<file path="config.mk">
export PLATFORM = sky130hd
export DESIGN_NAME = mrf_formatter
export DESIGN_NICKNAME = d
export VERILOG_FILES = /design/src/hw/mrf_pkg.sv /design/src/hw/mrf_formatter.sv
export VERILOG_INCLUDE_DIRS = /design/src /design/src/hw
export SDC_FILE = /design/constraint.sdc
export NUM_CORES = 1
export LEC_CHECK = 0
export ABC_AREA = 1
export BUFFER_PORTS_ARGS = -buffer_cell sky130_fd_sc_hd__buf_2
export CAP_MARGIN = 20
export CORE_MARGIN = 2
export CORE_UTILIZATION = 55
export CTS_BUF_LIST = sky130_fd_sc_hd__clkbuf_2 sky130_fd_sc_hd__clkbuf_4 sky130_fd_sc_hd__clkbuf_8
export DETAILED_ROUTE_END_ITERATION = 7
export HOLD_SLACK_MARGIN = 0.15
export PLACE_DENSITY = 0.78
export SETUP_SLACK_MARGIN = 0.3
export SLEW_MARGIN = 20
export SYNTH_ARGS = -nofsm -noshare
export SYNTH_HDL_FRONTEND = slang
export SYNTH_SLANG_ARGS = --single-unit
</file>
<file path="constraint.sdc">
create_clock -name mclk -period 6 [get_ports mclk]
set_input_delay 1.2 -clock mclk [delete_from_list [all_inputs] [get_ports mclk]]
set_output_delay 1.2 -clock mclk [all_outputs]
set_load 0.02 [all_outputs]
</file>
<file path="src/hw/mrf_map.svh">
// Purpose: offsets, fields, resets, timing and characters of the formatter
// Assumes: included by bare name
// Notes:   definitions only
`ifndef MRF_MAP_SVH
`define MRF_MAP_SVH
`define MRF_OFS_CTRL   4'h0
`define MRF_OFS_STATUS 4'h4
`define MRF_OFS_STAMP  4'h8
`define MRF_CTRL_TS    0
`define MRF_CTRL_HDR   1
`define MRF_CTRL_BIN   2
`define MRF_CTRL_MON   3
`define MRF_CTRL_DLM   4
`define MRF_CTRL_CLR   8
`define MRF_CTRL_RST   32'h0000_0002
`define MRF_TS_STEP_MS 10
`define MRF_CLK_KHZ    200000
`define MRF_TICK_CYC   (`MRF_TS_STEP_MS * `MRF_CLK_KHZ)
`define MRF_CH_PLUS    8'h2b
`define MRF_CH_MINUS   8'h2d
`define MRF_CH_DOT     8'h2e
`define MRF_CH_COMMA   8'h2c
`define MRF_CH_SPACE   8'h20
`define MRF_CH_CR      8'h0d
`define MRF_CH_LF      8'h0a
`define MRF_CH_ZERO    8'h30
`define MRF_CH_EXP     8'h45
`define MRF_CODE_VOLT  16'h4456
`define MRF_CODE_CURR  16'h4449
`define MRF_CODE_EMPTY 16'h4545
`define MRF_CODE_MVOLT 16'h5356
`define MRF_CODE_MCURR 16'h5349
`define MRF_STAT_CHARS 80'h5355424f4548474c434e
`define MRF_BCD_OVER   24'h999999
`define MRF_BCD_EMPTY  24'h888888
`define MRF_EXP_OVER   4'h9
`define MRF_EXP_EMPTY  4'h8
`define MRF_EXP_SCALE  4'h2
`define MRF_EXP_TOTAL  4'h1
`endif

</file>
<file path="src/hw/mrf_pkg.sv">
// Purpose: types of the measurement result formatter
// Assumes: nothing
// Notes:   register state is one packed struct
package mrf_pkg;
   typedef enum logic [3:0] {
      MRF_R_V300M = 4'h0, MRF_R_V3 = 4'h1, MRF_R_V10 = 4'h2,
      MRF_R_V30 = 4'h3, MRF_R_V100 = 4'h4, MRF_R_I3U = 4'h5,
      MRF_R_I30U = 4'h6, MRF_R_I300U = 4'h7, MRF_R_I3M = 4'h8,
      MRF_R_I30M = 4'h9, MRF_R_I300M = 4'ha, MRF_R_I3A = 4'hb,
      MRF_R_I20A = 4'hc
   } mrf_range_t;
   typedef enum logic [3:0] {
      ST_IDLE = 4'h0, ST_TS = 4'h1, ST_SDL = 4'h2, ST_HDR = 4'h3,
      ST_MANT = 4'h4, ST_EXP = 4'h5, ST_MSEP = 4'h6, ST_MHDR = 4'h7,
      ST_MMANT = 4'h8, ST_MEXP = 4'h9, ST_TERM = 4'ha, ST_BIN = 4'hb
   } mrf_state_t;
   typedef struct packed {
      mrf_state_t  state;
      logic [3:0]  idx;
      logic [7:0]  data;
      logic        valid, eoi;
      logic        ts_en, hdr_en, bin_en, mon_en;
      logic [1:0]  dlm;
      logic        c_ts, c_hdr, c_bin, c_mon;
      logic [1:0]  c_dlm;
      logic        volt, neg, calc_total, empty;
      mrf_range_t  rng;
      logic [23:0] bcd;
      logic [9:0]  cond;
      logic        mvolt, mneg;
      mrf_range_t  mrng;
      logic [23:0] mbcd;
      logic [63:0] dbl;
      logic [39:0] ts_snap, ts_bcd;
      logic [31:0] ts_bin, tick_cnt;
      logic        tick, ack;
      logic [31:0] rdata;
   } mrf_regs_t;
endpackage

</file>
<file path="src/hw/mrf_formatter.sv">
// Purpose: formats measurement records as text or binary byte stream
// Assumes: measurement inputs come from logic on mclk
// Notes:   Avalon-MM slave, one wait state per access
// Notes on behaviour
// - time stamp in ms, ten decimal digits, advanced by 10 ms steps
// - time stamp off drops the stamp and its following delimiter
// - stamp wraps at 2^32 ms (~1193 h); software can clear it
// - header off sends no header characters
// - main code is voltage, current or empty-memory code
// - monitor header: monitor code then exactly one blank
// - main code is followed by exactly one status character
// - status character is highest active condition, else a space
// - mantissa is sign, decimal point and six digits
// - exponent is E, sign and one digit
// - voltage ranges fix integer digits and exponent
// - current ranges fix integer digits and exponent per decade
// - over, scaling, total, empty use reserved mantissa/exponent
// - binary mode sends an eight byte double
// - binary bytes go least significant first
// - double uses bias 1023 exponent and 52 bit fraction
// - binary mode covers live and recalled results alike
// - binary mode sends no text elements
// - binary mode ends the block with EOI alone
// - text terminator: CR LF EOI, LF, or EOI alone
//
// The address map and the Avalon-MM slave port were left to the implementer.
`include "mrf_map.svh"
`timescale 1ns/1ps
`default_nettype none
module mrf_formatter #(
   parameter int unsigned TICK_CYC = `MRF_TICK_CYC
) (
   input  wire logic               mclk,
   input  wire logic               rst,
   input  wire logic [3:0]         avs_address,
   input  wire logic               avs_read,
   input  wire logic               avs_write,
   input  wire logic [31:0]        avs_writedata,
   input  wire logic [3:0]         avs_byteenable,
   output logic [31:0]             avs_readdata,
   output logic                    avs_waitrequest,
   input  wire logic               meas_valid,
   output logic                    meas_ready,
   input  wire logic               meas_volt,
   input  wire mrf_pkg::mrf_range_t meas_range,
   input  wire logic               meas_neg,
   input  wire logic [23:0]        meas_digits,
   input  wire logic [9:0]         meas_cond,
   input  wire logic               meas_calc_total,
   input  wire logic               meas_empty,
   input  wire logic               mon_volt,
   input  wire mrf_pkg::mrf_range_t mon_range,
   input  wire logic               mon_neg,
   input  wire logic [23:0]        mon_digits,
   input  wire logic [63:0]        meas_double,
   output logic                    out_valid,
   input  wire logic               out_ready,
   output logic [7:0]              out_data,
   output logic                    out_eoi
);
   import mrf_pkg::*;

   if (TICK_CYC < 1) begin : g_tick_chk
      $error("TICK_CYC must be at least one");
   end

   mrf_regs_t q;
   mrf_regs_t next_q;
   logic [7:0] pos;
   logic [7:0] after;
   logic       acc;
   logic       clr;
   logic       bus_go;
   logic [32:0] ts_sum;
   logic       cy;
   logic [7:0] bin_chk;

   // ---------------------------------------------------------------
   // formatting helpers
   // ---------------------------------------------------------------
   // {integer digits, exponent negative, exponent digit}
   function automatic logic [6:0] rng_fmt(mrf_range_t r);
      case (r)
         MRF_R_V300M: rng_fmt = {2'd3, 1'b1, 4'h3};
         MRF_R_V3:    rng_fmt = {2'd1, 1'b0, 4'h0};
         MRF_R_V10:   rng_fmt = {2'd2, 1'b0, 4'h0};
         MRF_R_V30:   rng_fmt = {2'd2, 1'b0, 4'h0};
         MRF_R_V100:  rng_fmt = {2'd3, 1'b0, 4'h0};
         MRF_R_I3U:   rng_fmt = {2'd1, 1'b1, 4'h6};
         MRF_R_I30U:  rng_fmt = {2'd2, 1'b1, 4'h6};
         MRF_R_I300U: rng_fmt = {2'd3, 1'b1, 4'h6};
         MRF_R_I3M:   rng_fmt = {2'd1, 1'b1, 4'h3};
         MRF_R_I30M:  rng_fmt = {2'd2, 1'b1, 4'h3};
         MRF_R_I300M: rng_fmt = {2'd3, 1'b1, 4'h3};
         MRF_R_I3A:   rng_fmt = {2'd1, 1'b0, 4'h0};
         MRF_R_I20A:  rng_fmt = {2'd2, 1'b0, 4'h0};
         default:     rng_fmt = {2'd1, 1'b0, 4'h0};
      endcase
   endfunction

   // {neg, bcd, integer digits, exponent negative, exponent digit}
   function automatic logic [31:0] val_fmt(logic mon, mrf_regs_t s);
      logic [6:0] f;
      f = rng_fmt(mon ? s.mrng : s.rng);
      val_fmt = mon ? {s.mneg, s.mbcd, f} : {s.neg, s.bcd, f};
      if (s.empty) begin
         val_fmt = {1'b0, `MRF_BCD_EMPTY, 2'd3, 1'b0, `MRF_EXP_EMPTY};
      end else if (!mon && s.cond[6]) begin
         val_fmt = {1'b0, `MRF_BCD_OVER, 2'd3, 1'b0, `MRF_EXP_OVER};
      end else if (!mon && s.cond[5]) begin
         val_fmt = {1'b0, `MRF_BCD_OVER, 2'd3, 1'b0,
                    s.calc_total ? `MRF_EXP_TOTAL : `MRF_EXP_SCALE};
      end
   endfunction

   // sign, digits and point placed by the range
   function automatic logic [7:0] mant_ch(logic [3:0] k, logic [31:0] v);
      logic [3:0] d;
      logic [3:0] nint;
      d = 4'h0;
      nint = {2'b00, v[6:5]};
      if (k == 4'h0) begin
         mant_ch = v[31] ? `MRF_CH_MINUS : `MRF_CH_PLUS;
      end else if (k == nint + 4'h1) begin
         mant_ch = `MRF_CH_DOT;
      end else begin
         d = (k <= nint) ? k - 4'h1 : k - 4'h2;
         mant_ch = `MRF_CH_ZERO + {4'h0, v[30 - 4*d -: 4]};
      end
   endfunction

   function automatic logic [7:0] exp_ch(logic [3:0] k, logic [31:0] v);
      case (k)
         4'h0:    exp_ch = `MRF_CH_EXP;
         4'h1:    exp_ch = v[4] ? `MRF_CH_MINUS : `MRF_CH_PLUS;
         default: exp_ch = `MRF_CH_ZERO + {4'h0, v[3:0]};
      endcase
   endfunction

   function automatic logic [7:0] stat_ch(logic [9:0] c);
      stat_ch = `MRF_CH_SPACE;
      for (int i = 0; i < 10; i++) begin
         if (c[i]) begin
            stat_ch = 8'(`MRF_STAT_CHARS >> (8 * i));
         end
      end
   endfunction

   // ---------------------------------------------------------------
   // record walk
   // ---------------------------------------------------------------
   function automatic logic en(mrf_state_t st, mrf_regs_t s);
      case (st)
         ST_TS, ST_SDL:      en = s.c_ts && !s.c_bin;
         ST_HDR:             en = s.c_hdr && !s.c_bin;
         ST_MANT, ST_EXP:    en = !s.c_bin;
         ST_MSEP, ST_MMANT:  en = s.c_mon && !s.c_bin;
         ST_MEXP:            en = s.c_mon && !s.c_bin;
         ST_MHDR:            en = s.c_mon && s.c_hdr && !s.c_bin;
         ST_TERM:            en = s.c_dlm != 2'd2 && !s.c_bin;
         ST_BIN:             en = s.c_bin;
         default:            en = 1'b0;
      endcase
   endfunction

   function automatic logic [3:0] flen(mrf_state_t st);
      case (st)
         ST_TS:              flen = 4'd10;
         ST_HDR, ST_MHDR:    flen = 4'd3;
         ST_MANT, ST_MMANT:  flen = 4'd8;
         ST_EXP, ST_MEXP:    flen = 4'd3;
         ST_TERM:            flen = 4'd2;
         ST_BIN:             flen = 4'd8;
         default:            flen = 4'd1;
      endcase
   endfunction

   // next position {state, idx}; idle when the record is over
   function automatic logic [7:0] nxt_pos(mrf_state_t st, logic [3:0] i,
                                          mrf_regs_t s);
      logic found;
      mrf_state_t k;
      found = 1'b0;
      k = ST_IDLE;
      nxt_pos = {ST_IDLE, 4'h0};
      if (st != ST_IDLE && i + 4'h1 < flen(st)) begin
         nxt_pos = {st, i + 4'h1};
      end else begin
         for (int j = 1; j < 12; j++) begin
            k = mrf_state_t'(j[3:0]);
            if (!found && k > st && en(k, s)) begin
               found = 1'b1;
               nxt_pos = {k, (k == ST_TERM && s.c_dlm == 2'd1) ? 4'h1
                                                             : 4'h0};
            end
         end
      end
   endfunction

   function automatic logic [7:0] char_at(logic [7:0] p, mrf_regs_t s);
      logic [3:0] i;
      logic [15:0] code;
      i = p[3:0];
      code = 16'h0;
      case (mrf_state_t'(p[7:4]))
         ST_TS: char_at = `MRF_CH_ZERO + {4'h0, s.ts_snap[39 - 4*i -: 4]};
         ST_SDL, ST_MSEP: char_at = `MRF_CH_COMMA;
         ST_HDR: begin
            code = s.empty ? `MRF_CODE_EMPTY : s.volt ? `MRF_CODE_VOLT
                                                      : `MRF_CODE_CURR;
            char_at = (i == 4'h0) ? code[15:8] : (i == 4'h1) ? code[7:0]
                                                : stat_ch(s.cond);
         end
         ST_MHDR: begin
            code = s.empty ? `MRF_CODE_EMPTY : s.mvolt ? `MRF_CODE_MVOLT
                                                       : `MRF_CODE_MCURR;
            char_at = (i == 4'h0) ? code[15:8] : (i == 4'h1) ? code[7:0]
                                                : `MRF_CH_SPACE;
         end
         ST_MANT:  char_at = mant_ch(i, val_fmt(1'b0, s));
         ST_EXP:   char_at = exp_ch(i, val_fmt(1'b0, s));
         ST_MMANT: char_at = mant_ch(i, val_fmt(1'b1, s));
         ST_MEXP:  char_at = exp_ch(i, val_fmt(1'b1, s));
         ST_TERM:  char_at = (i == 4'h0) ? `MRF_CH_CR : `MRF_CH_LF;
         ST_BIN:   char_at = s.dbl[{i[2:0], 3'b000} +: 8];
         default:  char_at = 8'h00;
      endcase
   endfunction

   // ---------------------------------------------------------------
   // next state
   // ---------------------------------------------------------------
   assign acc = q.valid && out_ready;
   assign bus_go = (avs_read || avs_write) && !q.ack;
   assign clr = avs_write && q.ack && avs_address == `MRF_OFS_CTRL
                && avs_byteenable[1] && avs_writedata[`MRF_CTRL_CLR];
   assign ts_sum = {1'b0, q.ts_bin} + 33'(`MRF_TS_STEP_MS);
   assign cy = ts_sum[32];

   always_comb begin
      next_q = q;
      pos = {ST_IDLE, 4'h0};
      after = {ST_IDLE, 4'h0};
      // 10 ms tick from the clock divider
      next_q.tick = 1'b0;
      next_q.tick_cnt = q.tick_cnt + 32'h1;
      if (q.tick_cnt >= TICK_CYC - 1) begin
         next_q.tick_cnt = 32'h0;
         next_q.tick = 1'b1;
      end
      if (q.tick) begin
         // binary carry out of 32 bits is the wrap point
         next_q.ts_bin = ts_sum[31:0];
         for (int d = 1; d < 10; d++) begin
            if (d == 1 || next_q.ts_bcd[4*d-1 -: 4] == 4'h0) begin
               if (d == 1 || q.ts_bcd[4*d-1 -: 4] == 4'h9) begin
                  next_q.ts_bcd[4*d +: 4] = (q.ts_bcd[4*d +: 4] == 4'h9)
                     ? 4'h0 : q.ts_bcd[4*d +: 4] + 4'h1;
               end
            end
         end
         if (cy) begin
            next_q.ts_bin = 32'h0;
            next_q.ts_bcd = 40'h0;
         end
      end
      if (clr) begin
         next_q.ts_bin = 32'h0;
         next_q.ts_bcd = 40'h0;
      end
      // register bus
      next_q.ack = bus_go;
      if (bus_go) begin
         case (avs_address)
            `MRF_OFS_CTRL: next_q.rdata = {26'h0, q.dlm, q.mon_en,
                                           q.bin_en, q.hdr_en, q.ts_en};
            `MRF_OFS_STATUS: next_q.rdata = {30'h0, q.valid,
                                             q.state != ST_IDLE};
            `MRF_OFS_STAMP: next_q.rdata = q.ts_bin;
            default: next_q.rdata = 32'h0;
         endcase
      end
      if (avs_write && q.ack && avs_address == `MRF_OFS_CTRL
          && avs_byteenable[0]) begin
         next_q.ts_en = avs_writedata[`MRF_CTRL_TS];
         next_q.hdr_en = avs_writedata[`MRF_CTRL_HDR];
         next_q.bin_en = avs_writedata[`MRF_CTRL_BIN];
         next_q.mon_en = avs_writedata[`MRF_CTRL_MON];
         next_q.dlm = avs_writedata[`MRF_CTRL_DLM +: 2];
      end
      // record emission
      if (q.state == ST_IDLE) begin
         if (meas_valid) begin
            next_q.c_ts = q.ts_en;
            next_q.c_hdr = q.hdr_en;
            next_q.c_bin = q.bin_en;
            next_q.c_mon = q.mon_en;
            next_q.c_dlm = q.dlm;
            next_q.volt = meas_volt;
            next_q.rng = meas_range;
            next_q.neg = meas_neg;
            next_q.bcd = meas_digits;
            next_q.cond = meas_cond;
            next_q.calc_total = meas_calc_total;
            next_q.empty = meas_empty;
            next_q.mvolt = mon_volt;
            next_q.mrng = mon_range;
            next_q.mneg = mon_neg;
            next_q.mbcd = mon_digits;
            next_q.dbl = meas_double;
            next_q.ts_snap = q.ts_bcd;
            pos = nxt_pos(ST_IDLE, 4'h0, next_q);
         end
      end else if (acc) begin
         pos = nxt_pos(q.state, q.idx, q);
         if (pos[7:4] == ST_IDLE) begin
            next_q.valid = 1'b0;
            next_q.eoi = 1'b0;
            next_q.state = ST_IDLE;
            next_q.idx = 4'h0;
         end
      end
      if (pos[7:4] != ST_IDLE) begin
         after = nxt_pos(mrf_state_t'(pos[7:4]), pos[3:0], next_q);
         next_q.state = mrf_state_t'(pos[7:4]);
         next_q.idx = pos[3:0];
         next_q.data = char_at(pos, next_q);
         next_q.valid = 1'b1;
         // EOI on the last byte unless LF alone was chosen in text mode
         next_q.eoi = after[7:4] == ST_IDLE
                      && (next_q.c_bin || next_q.c_dlm != 2'd1);
      end
   end

   always_ff @(posedge mclk) begin
      if (rst) begin
         q <= '0;
         {q.dlm, q.mon_en, q.bin_en, q.hdr_en, q.ts_en} <= 6'(`MRF_CTRL_RST);
      end else begin
         q <= next_q;
      end
   end

   assign avs_readdata = q.rdata;
   assign avs_waitrequest = (avs_read || avs_write) && !q.ack;
   assign meas_ready = q.state == ST_IDLE;
   assign out_valid = q.valid;
   assign out_data = q.data;
   assign out_eoi = q.eoi;
   assign bin_chk = q.dbl[{q.idx[2:0], 3'b000} +: 8];
endmodule // mrf_formatter
`default_nettype wire

</file>
==> summary.txt, run 1 <==
Flow run
  • Maxcap violations: 0

Min path
  • Hold Path Depth: 1
  • Hold Crit Start: q[34]
  • Min-Delay Endpoint: q[34]
  • Min-Delay Path Class: reg -> reg

Global route
  • Global Route Usage Sum: 28.7%
  • Met3 usage: 4.43%
  • Met2 usage: 48.4%
  • Number of global-route vias before repair: 16,400
  • First-pass GRT wire length: 79.5 mm
  • Grt total ovfl: 0
  • Met1 Track Usage GR: 36.8%
  • GR peak layer: met2
  • Initial antenna violation count: 5
  • Largest net degree at the start of global routing: 115

Floorplanning
  • Die Wd: 184 um
  • Initial Util: 55.4%
  • Core area: 32,300 um^2
  • Num ports: 226
  • Die area: 34,000 um^2
  • Number of core rows: 66
  • Die Span Y: 184 um

Synthesis
  • Yosys top cell area share: 38.2%
  • Mean post-synth cell area: 7.17 um^2
  • Yosys top cell by area: dfxtp_1
  • Post-synthesis cell type count: 61
  • Post-synth EDFFs: 0
  • Ys Warns: 0
  • Ys flop type: dfxtp_1
  • Seq/Total Area, Yosys: 38.2%
  • Mapped Cells: 2,498
  • Synth async-reset ratio: 0%
  • Synth area leaders: dfxtp_1 38%, nand2_1 9.7%, nor2_1 7.5%, mux2i_1 6.8%, o21ai_0 5.4%
  • Flops & latches, synth: 342
  • Post-Syn Area: 17,900 um^2

Power
  • Total Power: 6690 uW
  • Worst VDD drop: 272 uV
  • Leakage power total: 0.00893 uW
  • PD cells: 330 nW/um^2

Critical path
  • Slowest cell delay on critical path: 0.43 ns
  • Crit path kind: reg -> reg
  • Worst r2r dst: out_data[0]
  • Required @ worst endpoint: 6.54 ns
  • CP Launch Type: flip-flop
  • Most frequent CP cell: inv_1
  • CP Max Fanout: 16
  • Worst path bufs/invs: 7
  • Delay-heaviest family, CP: compound AO/OA/AOI/OAI gates
  • CP Capture Type: flip-flop
  • Reg2Reg Setup Slack: 0.75 ns
  • Worst reg-to-reg path cell count: 30
  • Critical Path AT: 5.79 ns
  • CP max-delay cell: o311ai_0
  • FF-to-FF Start: q[343]

Route
  • Detailed Route Iter0 Violations: 1,279
  • Total number of vias: 17,400
  • Antenna Nets Post-Route: 0
  • DR WL/cell: 15.9 um
  • DRT Wirelength: 49.7 mm
  • Vias/cell: 5.54
  • Pre-Repair DR Iteration Count: 5
  • # DRC: 0

Timing
  • Skew final: 0.0649 ns
  • Post-layout minimum cycle time: 5.25 ns
  • Fin worst setup slack: 0.747 ns
  • Worst slew pin tran: 1.05 ns
  • RSZ-0062 raised after global routing: no
  • Setup violations, final: 0
  • Setup TNS: 0 ns
  • Period utilisation layout: 87.5%
  • Worst slew margin: 29.7%
  • Max Transition Viols Final: 0
  • Fmax: 190 MHz
  • Fin. Hold Viols: 0

Clock tree
  • Worst skew pair latency: 0.65 ns
  • CTS Hold Bufs: 0
  • Clock buffer depth: 3
  • Worst-path clk slew: 0.06 ns
  • Clk sinks: 342
  • Resized Gates After CTS: 0
  • CTS buffer count: 56
  • CTS tree: done
  • Postcts setup bufs: 0
  • Number of H-tree levels: 2
  • Root buffer cell: clkbuf_8

Placement
  • Gpl congestion: 0.987
  • Worst slack at placement: 0.485 ns
  • Post-DP HPWL: 36.0 mm
  • Cells after DPL: 3,030
  • Port Buffers: 198

Run status
  • Status: finished clean

Finish
  • Nets: 2,870
  • Area occupied by multi-input gates: 9530 um^2
  • Filler cell count in the final layout: 2,883
  • Most frequent cells in the layout: 460 x nand2_1, 357 x nor2_1, 342 x dfxtp_1
  • FF+latch area: 6850 um^2
  • Fin cells: 3,135
  • Final core utilization: 62.7%
  • Most common cell after layout, fill and taps aside: nand2_1
  • Area Growth Syn to Fin: 13.1%
  • Layout cells sized above 1: 15.5%
## power by group
part           leakage [uW]  internal [uW]  total [uW]  switching, uW
logic               0.00547            648        1890           1240
registers           0.00280           2490        2570           78.5
clock network      0.000666           1250        2230            973
total               0.00893           4390        6690           2290
## cell type report
cell class,instances,share of cell area (%)
clock inverters,15,0.760
inverters,232,4.31
repair buffers,223,5.85
flip-flops and latches,342,33.8
diodes,5,0.0618
well taps,442,2.73
clock buffers,85,5.38
multi-input cells,1791,47.1
## worst register-to-register path, delay by kind of cell (launching register included)
family,cells,cell delay (ns)
AO/OA/AOI/OAI,9,1.76
AND/OR/NAND/NOR,12,1.63
adder cells (fa/ha/maj),2,0.52
flip-flops,1,0.38
buffers and inverters,7,0.91
## synth_stat cells (3+ instances only)
cell type	count
nor2_2	4
o311ai_0	6
o2111ai_1	5
dfxtp_1	342
inv_1	217
nand2_1	461
nor3b_1	9
a21oi_1	167
nand4_1	21
nand2_4	3
o21ai_0	193
nor4_1	15
nand3b_1	5
nand3_1	126
inv_2	15
nor2_1	357
o221ai_1	4
a32o_1	3
clkbuf_1	78
o31ai_1	8
a31oi_1	8
o22ai_1	18
o21bai_1	5
xnor2_1	6
nor3_1	40
buf_2	15
buf_4	40
nand2_2	20
xor2_1	22
a211oi_1	9
a221oi_1	4
o21ai_1	19
buf_1	10
nor2_4	13
or2_2	25
o211ai_1	11
ha_1	42
mux2i_1	121
## logic make-up (layout without fill, tap and decap cells)
group | Yosys count | after routing | share of synthesized area (%)
multiplexers | 122 | 122 | 6.83
XOR/XNOR | 28 | 28 | 1.37
adder cells (fa/ha/maj) | 42 | 42 | 2.94
flip-flops | 342 | 342 | 38.2
buffers and inverters | 375 | 555 | 8.81
other | 1 | 16 | 0.0209
AND/OR/NAND/NOR | 1110 | 1110 | 26.9
AO/OA/AOI/OAI | 478 | 478 | 14.9
## stage by stage
step           hold WS [ns]  instance area (um^2)
3_5_place_dp          0.442                 19000
4_1_cts               0.453                 20200
5_1_grt               0.475                 20200
3_3_place_gp          0.429                 19000
6_report              0.448                 20200
2_1_floorplan         0.418                 17900
## worst max path at each step
stage                from           to  slack, ns  cells after the start
3_3_place_gp   meas_valid  out_data[0]       0.56                     27
5_1_grt            q[343]  out_data[0]       0.31                     30
2_1_floorplan  meas_valid  out_data[3]       0.30                     33
4_1_cts            q[343]  out_data[0]       0.87                     30
3_5_place_dp   meas_valid  out_data[0]       0.48                     26
6_report           q[343]  out_data[0]       0.75                     30
## routing by layer
| layer | wire (um) | part of all wire [%] |
|---|---|---|
| met1 | 21200 | 43 |
| met2 | 23600 | 47 |
| met3 | 3270 | 6.6 |
| met5 | 0 | 0 |
| met4 | 1630 | 3.3 |
## state kept, by name, summed over array words and instances (netlist names), named ones only
name	cells
out_data	8
avs_readdata	32
out_eoi	1
q	297
out_valid	1
(Power assumes the default switching activity.)
==> run 2: changes to the inputs <==
RECOVER_POWER = 50   (was unset)
==> run 2 against run 1 <==
Effect of this change: sequential share of layout area up 0.13 points; highest routed layer unchanged; largest cell class unchanged; sequential power barely moved; via count shrank 0.26%; maximum frequency shrank 4.3%; die area is the same; critical path depth is 12 lower; clock skew decreased by 0.00072 ns; the run now ends with max-capacitance violations, max-slew violations left; worst setup slack worse by 0.24 ns; first-iteration DRC count decreased by 1.2%.
==> summary.txt, run 2 (synthesis gave the netlist of run 1 again) <==
Run status
  • Status: finished with violations
  • Failing checks: max-capacitance violations, max-slew violations

Placement
  • Port Buffers: 198
  • Post-DP HPWL: 36.0 mm
  • Cells after DPL: 3,030
  • Gpl congestion: 0.987
  • Total placed instance area: 19,000 um^2
  • Worst slack at placement: 0.485 ns

Floorplanning
  • Core area: 32,300 um^2
  • Die area: 34,000 um^2
  • Die Span Y: 184 um
  • Die Wd: 184 um
  • Number of core rows: 66
  • Num ports: 226
  • Initial Util: 55.4%

Critical path
  • CP Launch Type: flip-flop
  • CP Max Fanout: 73
  • Critical Path AT: 5.96 ns
  • Crit path kind: reg -> reg
  • Worst path bufs/invs: 6
  • Delay-heaviest family, CP: buffers and inverters
  • CP Capture Type: flip-flop
  • Critical-path cell list: nor2_1, nand2_1, inv_1, nand2_4, clkbuf_1, buf_4, o21ai_0, nor2_1, inv_1, nor2_1, buf_4, inv_1, nand2_1, a21oi_1, ha_1, or2_1, o211ai_1, o31ai_1
  • Slowest cell delay on critical path: 0.91 ns
  • Required @ worst endpoint: 6.46 ns
  • CP max-delay cell: buf_4

Timing
  • RSZ-0062 raised after global routing: no
  • Fmax: 182 MHz
  • Fin. Hold Viols: 0
  • Worst slew margin: -38.4%
  • Post-layout minimum cycle time: 5.49 ns
  • Setup TNS: 0 ns
  • Period utilisation layout: 91.5%
  • Setup violations, final: 0
  • Skew final: 0.0642 ns
  • Fin worst setup slack: 0.509 ns
  • Worst slew pin tran: 2.08 ns
  • Max Transition Viols Final: 99

Route
  • DR WL/cell: 15.9 um
  • Detailed Route Iter0 Violations: 1,264
  • Total number of vias: 17,300
  • DRT Wirelength: 49.7 mm
  • # DRC: 0
  • Antenna Nets Post-Route: 0
  • Pre-Repair DR Iteration Count: 8
  • Vias/cell: 5.52

Clock tree
  • CTS tree: done
  • Postcts setup bufs: 0
  • Resized Gates After CTS: 0
  • CTS Hold Bufs: 0
  • Worst-path clk slew: 0.06 ns
  • CTS buffer count: 56
  • Clock buffer depth: 3
  • Number of H-tree levels: 2
  • Root buffer cell: clkbuf_8
  • Worst skew pair latency: 0.65 ns
  • Clk sinks: 342

Power
  • Sequential power share: 38.5%
  • Clk pwr share: 33.4%
  • Net Sw Frac: 34.3%
  • Logic pwr share: 28.1%
  • PD cells: 331 nW/um^2
  • Cell internal pwr: 4380 uW
  • Psw: 2290 uW
  • Worst VDD drop: 267 uV
  • Leakage power total: 0.00874 uW

Global route
  • Global Route Usage Sum: 28.7%
  • Number of global-route vias before repair: 16,400
  • Grt total ovfl: 0
  • First-pass GRT wire length: 79.5 mm
  • Initial antenna violation count: 5
  • Largest net degree at the start of global routing: 115

Finish
  • Most frequent cells in the layout: 460 x nand2_1, 357 x nor2_1, 342 x dfxtp_1
  • Fin cells: 3,135
  • Most flops, register: q
  • Nets: 2,870
  • Area Growth Syn to Fin: 12.7%
  • Layout cells sized above 1: 13.7%
  • Cell area after layout: 20,200 um^2
  • Largest register FFs: 297
  • Most common cell after layout, fill and taps aside: nand2_1

Flow run
  • Maxcap violations: 1

Min path
  • Min-Delay Path Class: reg -> reg
[run 2: cell types whose count changed in the layout (fill, tap and decap cells not counted)]
cell      change
o21ai_1       -1
and2_1        -1
inv_2         -1
and2_0        +1
nor3_2        -1
buf_4         -5
buf_2        -42
clkbuf_1     +46
inv_1         +1
o21ai_0       +1
nor3_1        +1
clkbuf_2      +1
[run 2: power groups by stage]
stage,clock (uW),sequential [uW],combinational [uW]
detailed placement,0,2620,1850
CTS,2260,2570,1860
finish,2230,2570,1880
floorplan,0,2590,1380
global route,2360,2590,2070
global placement,0,2610,1800
[run 2: metrics by stage]
| stage | util [%] | power (uW) | hold slack (ns) |
|---|---|---|---|
| after floorplan | - | 3970 | 0.418 |
| after global placement | 58.8 | 4410 | 0.429 |
| after detailed placement | 58.8 | 4460 | 0.442 |
| final | 62.5 | 6680 | 0.448 |
| after CTS | 62.7 | 6690 | 0.453 |
| after global routing | 62.5 | 7030 | 0.475 |
[run 2: worst paths after layout]
check	startpoint	endpoint	slack, ns	cells past startpoint
worst max-delay path	q[343]	flip-flop	0.51	18
worst min-delay path	q[34]	q[34]	0.45	1
worst max register to register	q[343]	flip-flop	0.51	18
worst min register to register	q[34]	q[34]	0.45	1
[run 2: layer usage]
layer	GRT usage [%]	wire, um	up-vias
li1	-	-	8511
met4	11.6	1610	0
met2	48.4	23600	573
met3	4.43	3150	124
met5	0	0	-
met1	36.8	21400	8110
[run 2: area by class of cell]
class	count	area (um^2)
flip-flops and latches	342	6850
clock inverters	15	154
multi-input cells	1791	9520
clock buffers	85	1090
fillers	2915	12100
repair buffers	223	1110
diodes	5	12.5
inverters	232	873
well taps	442	553
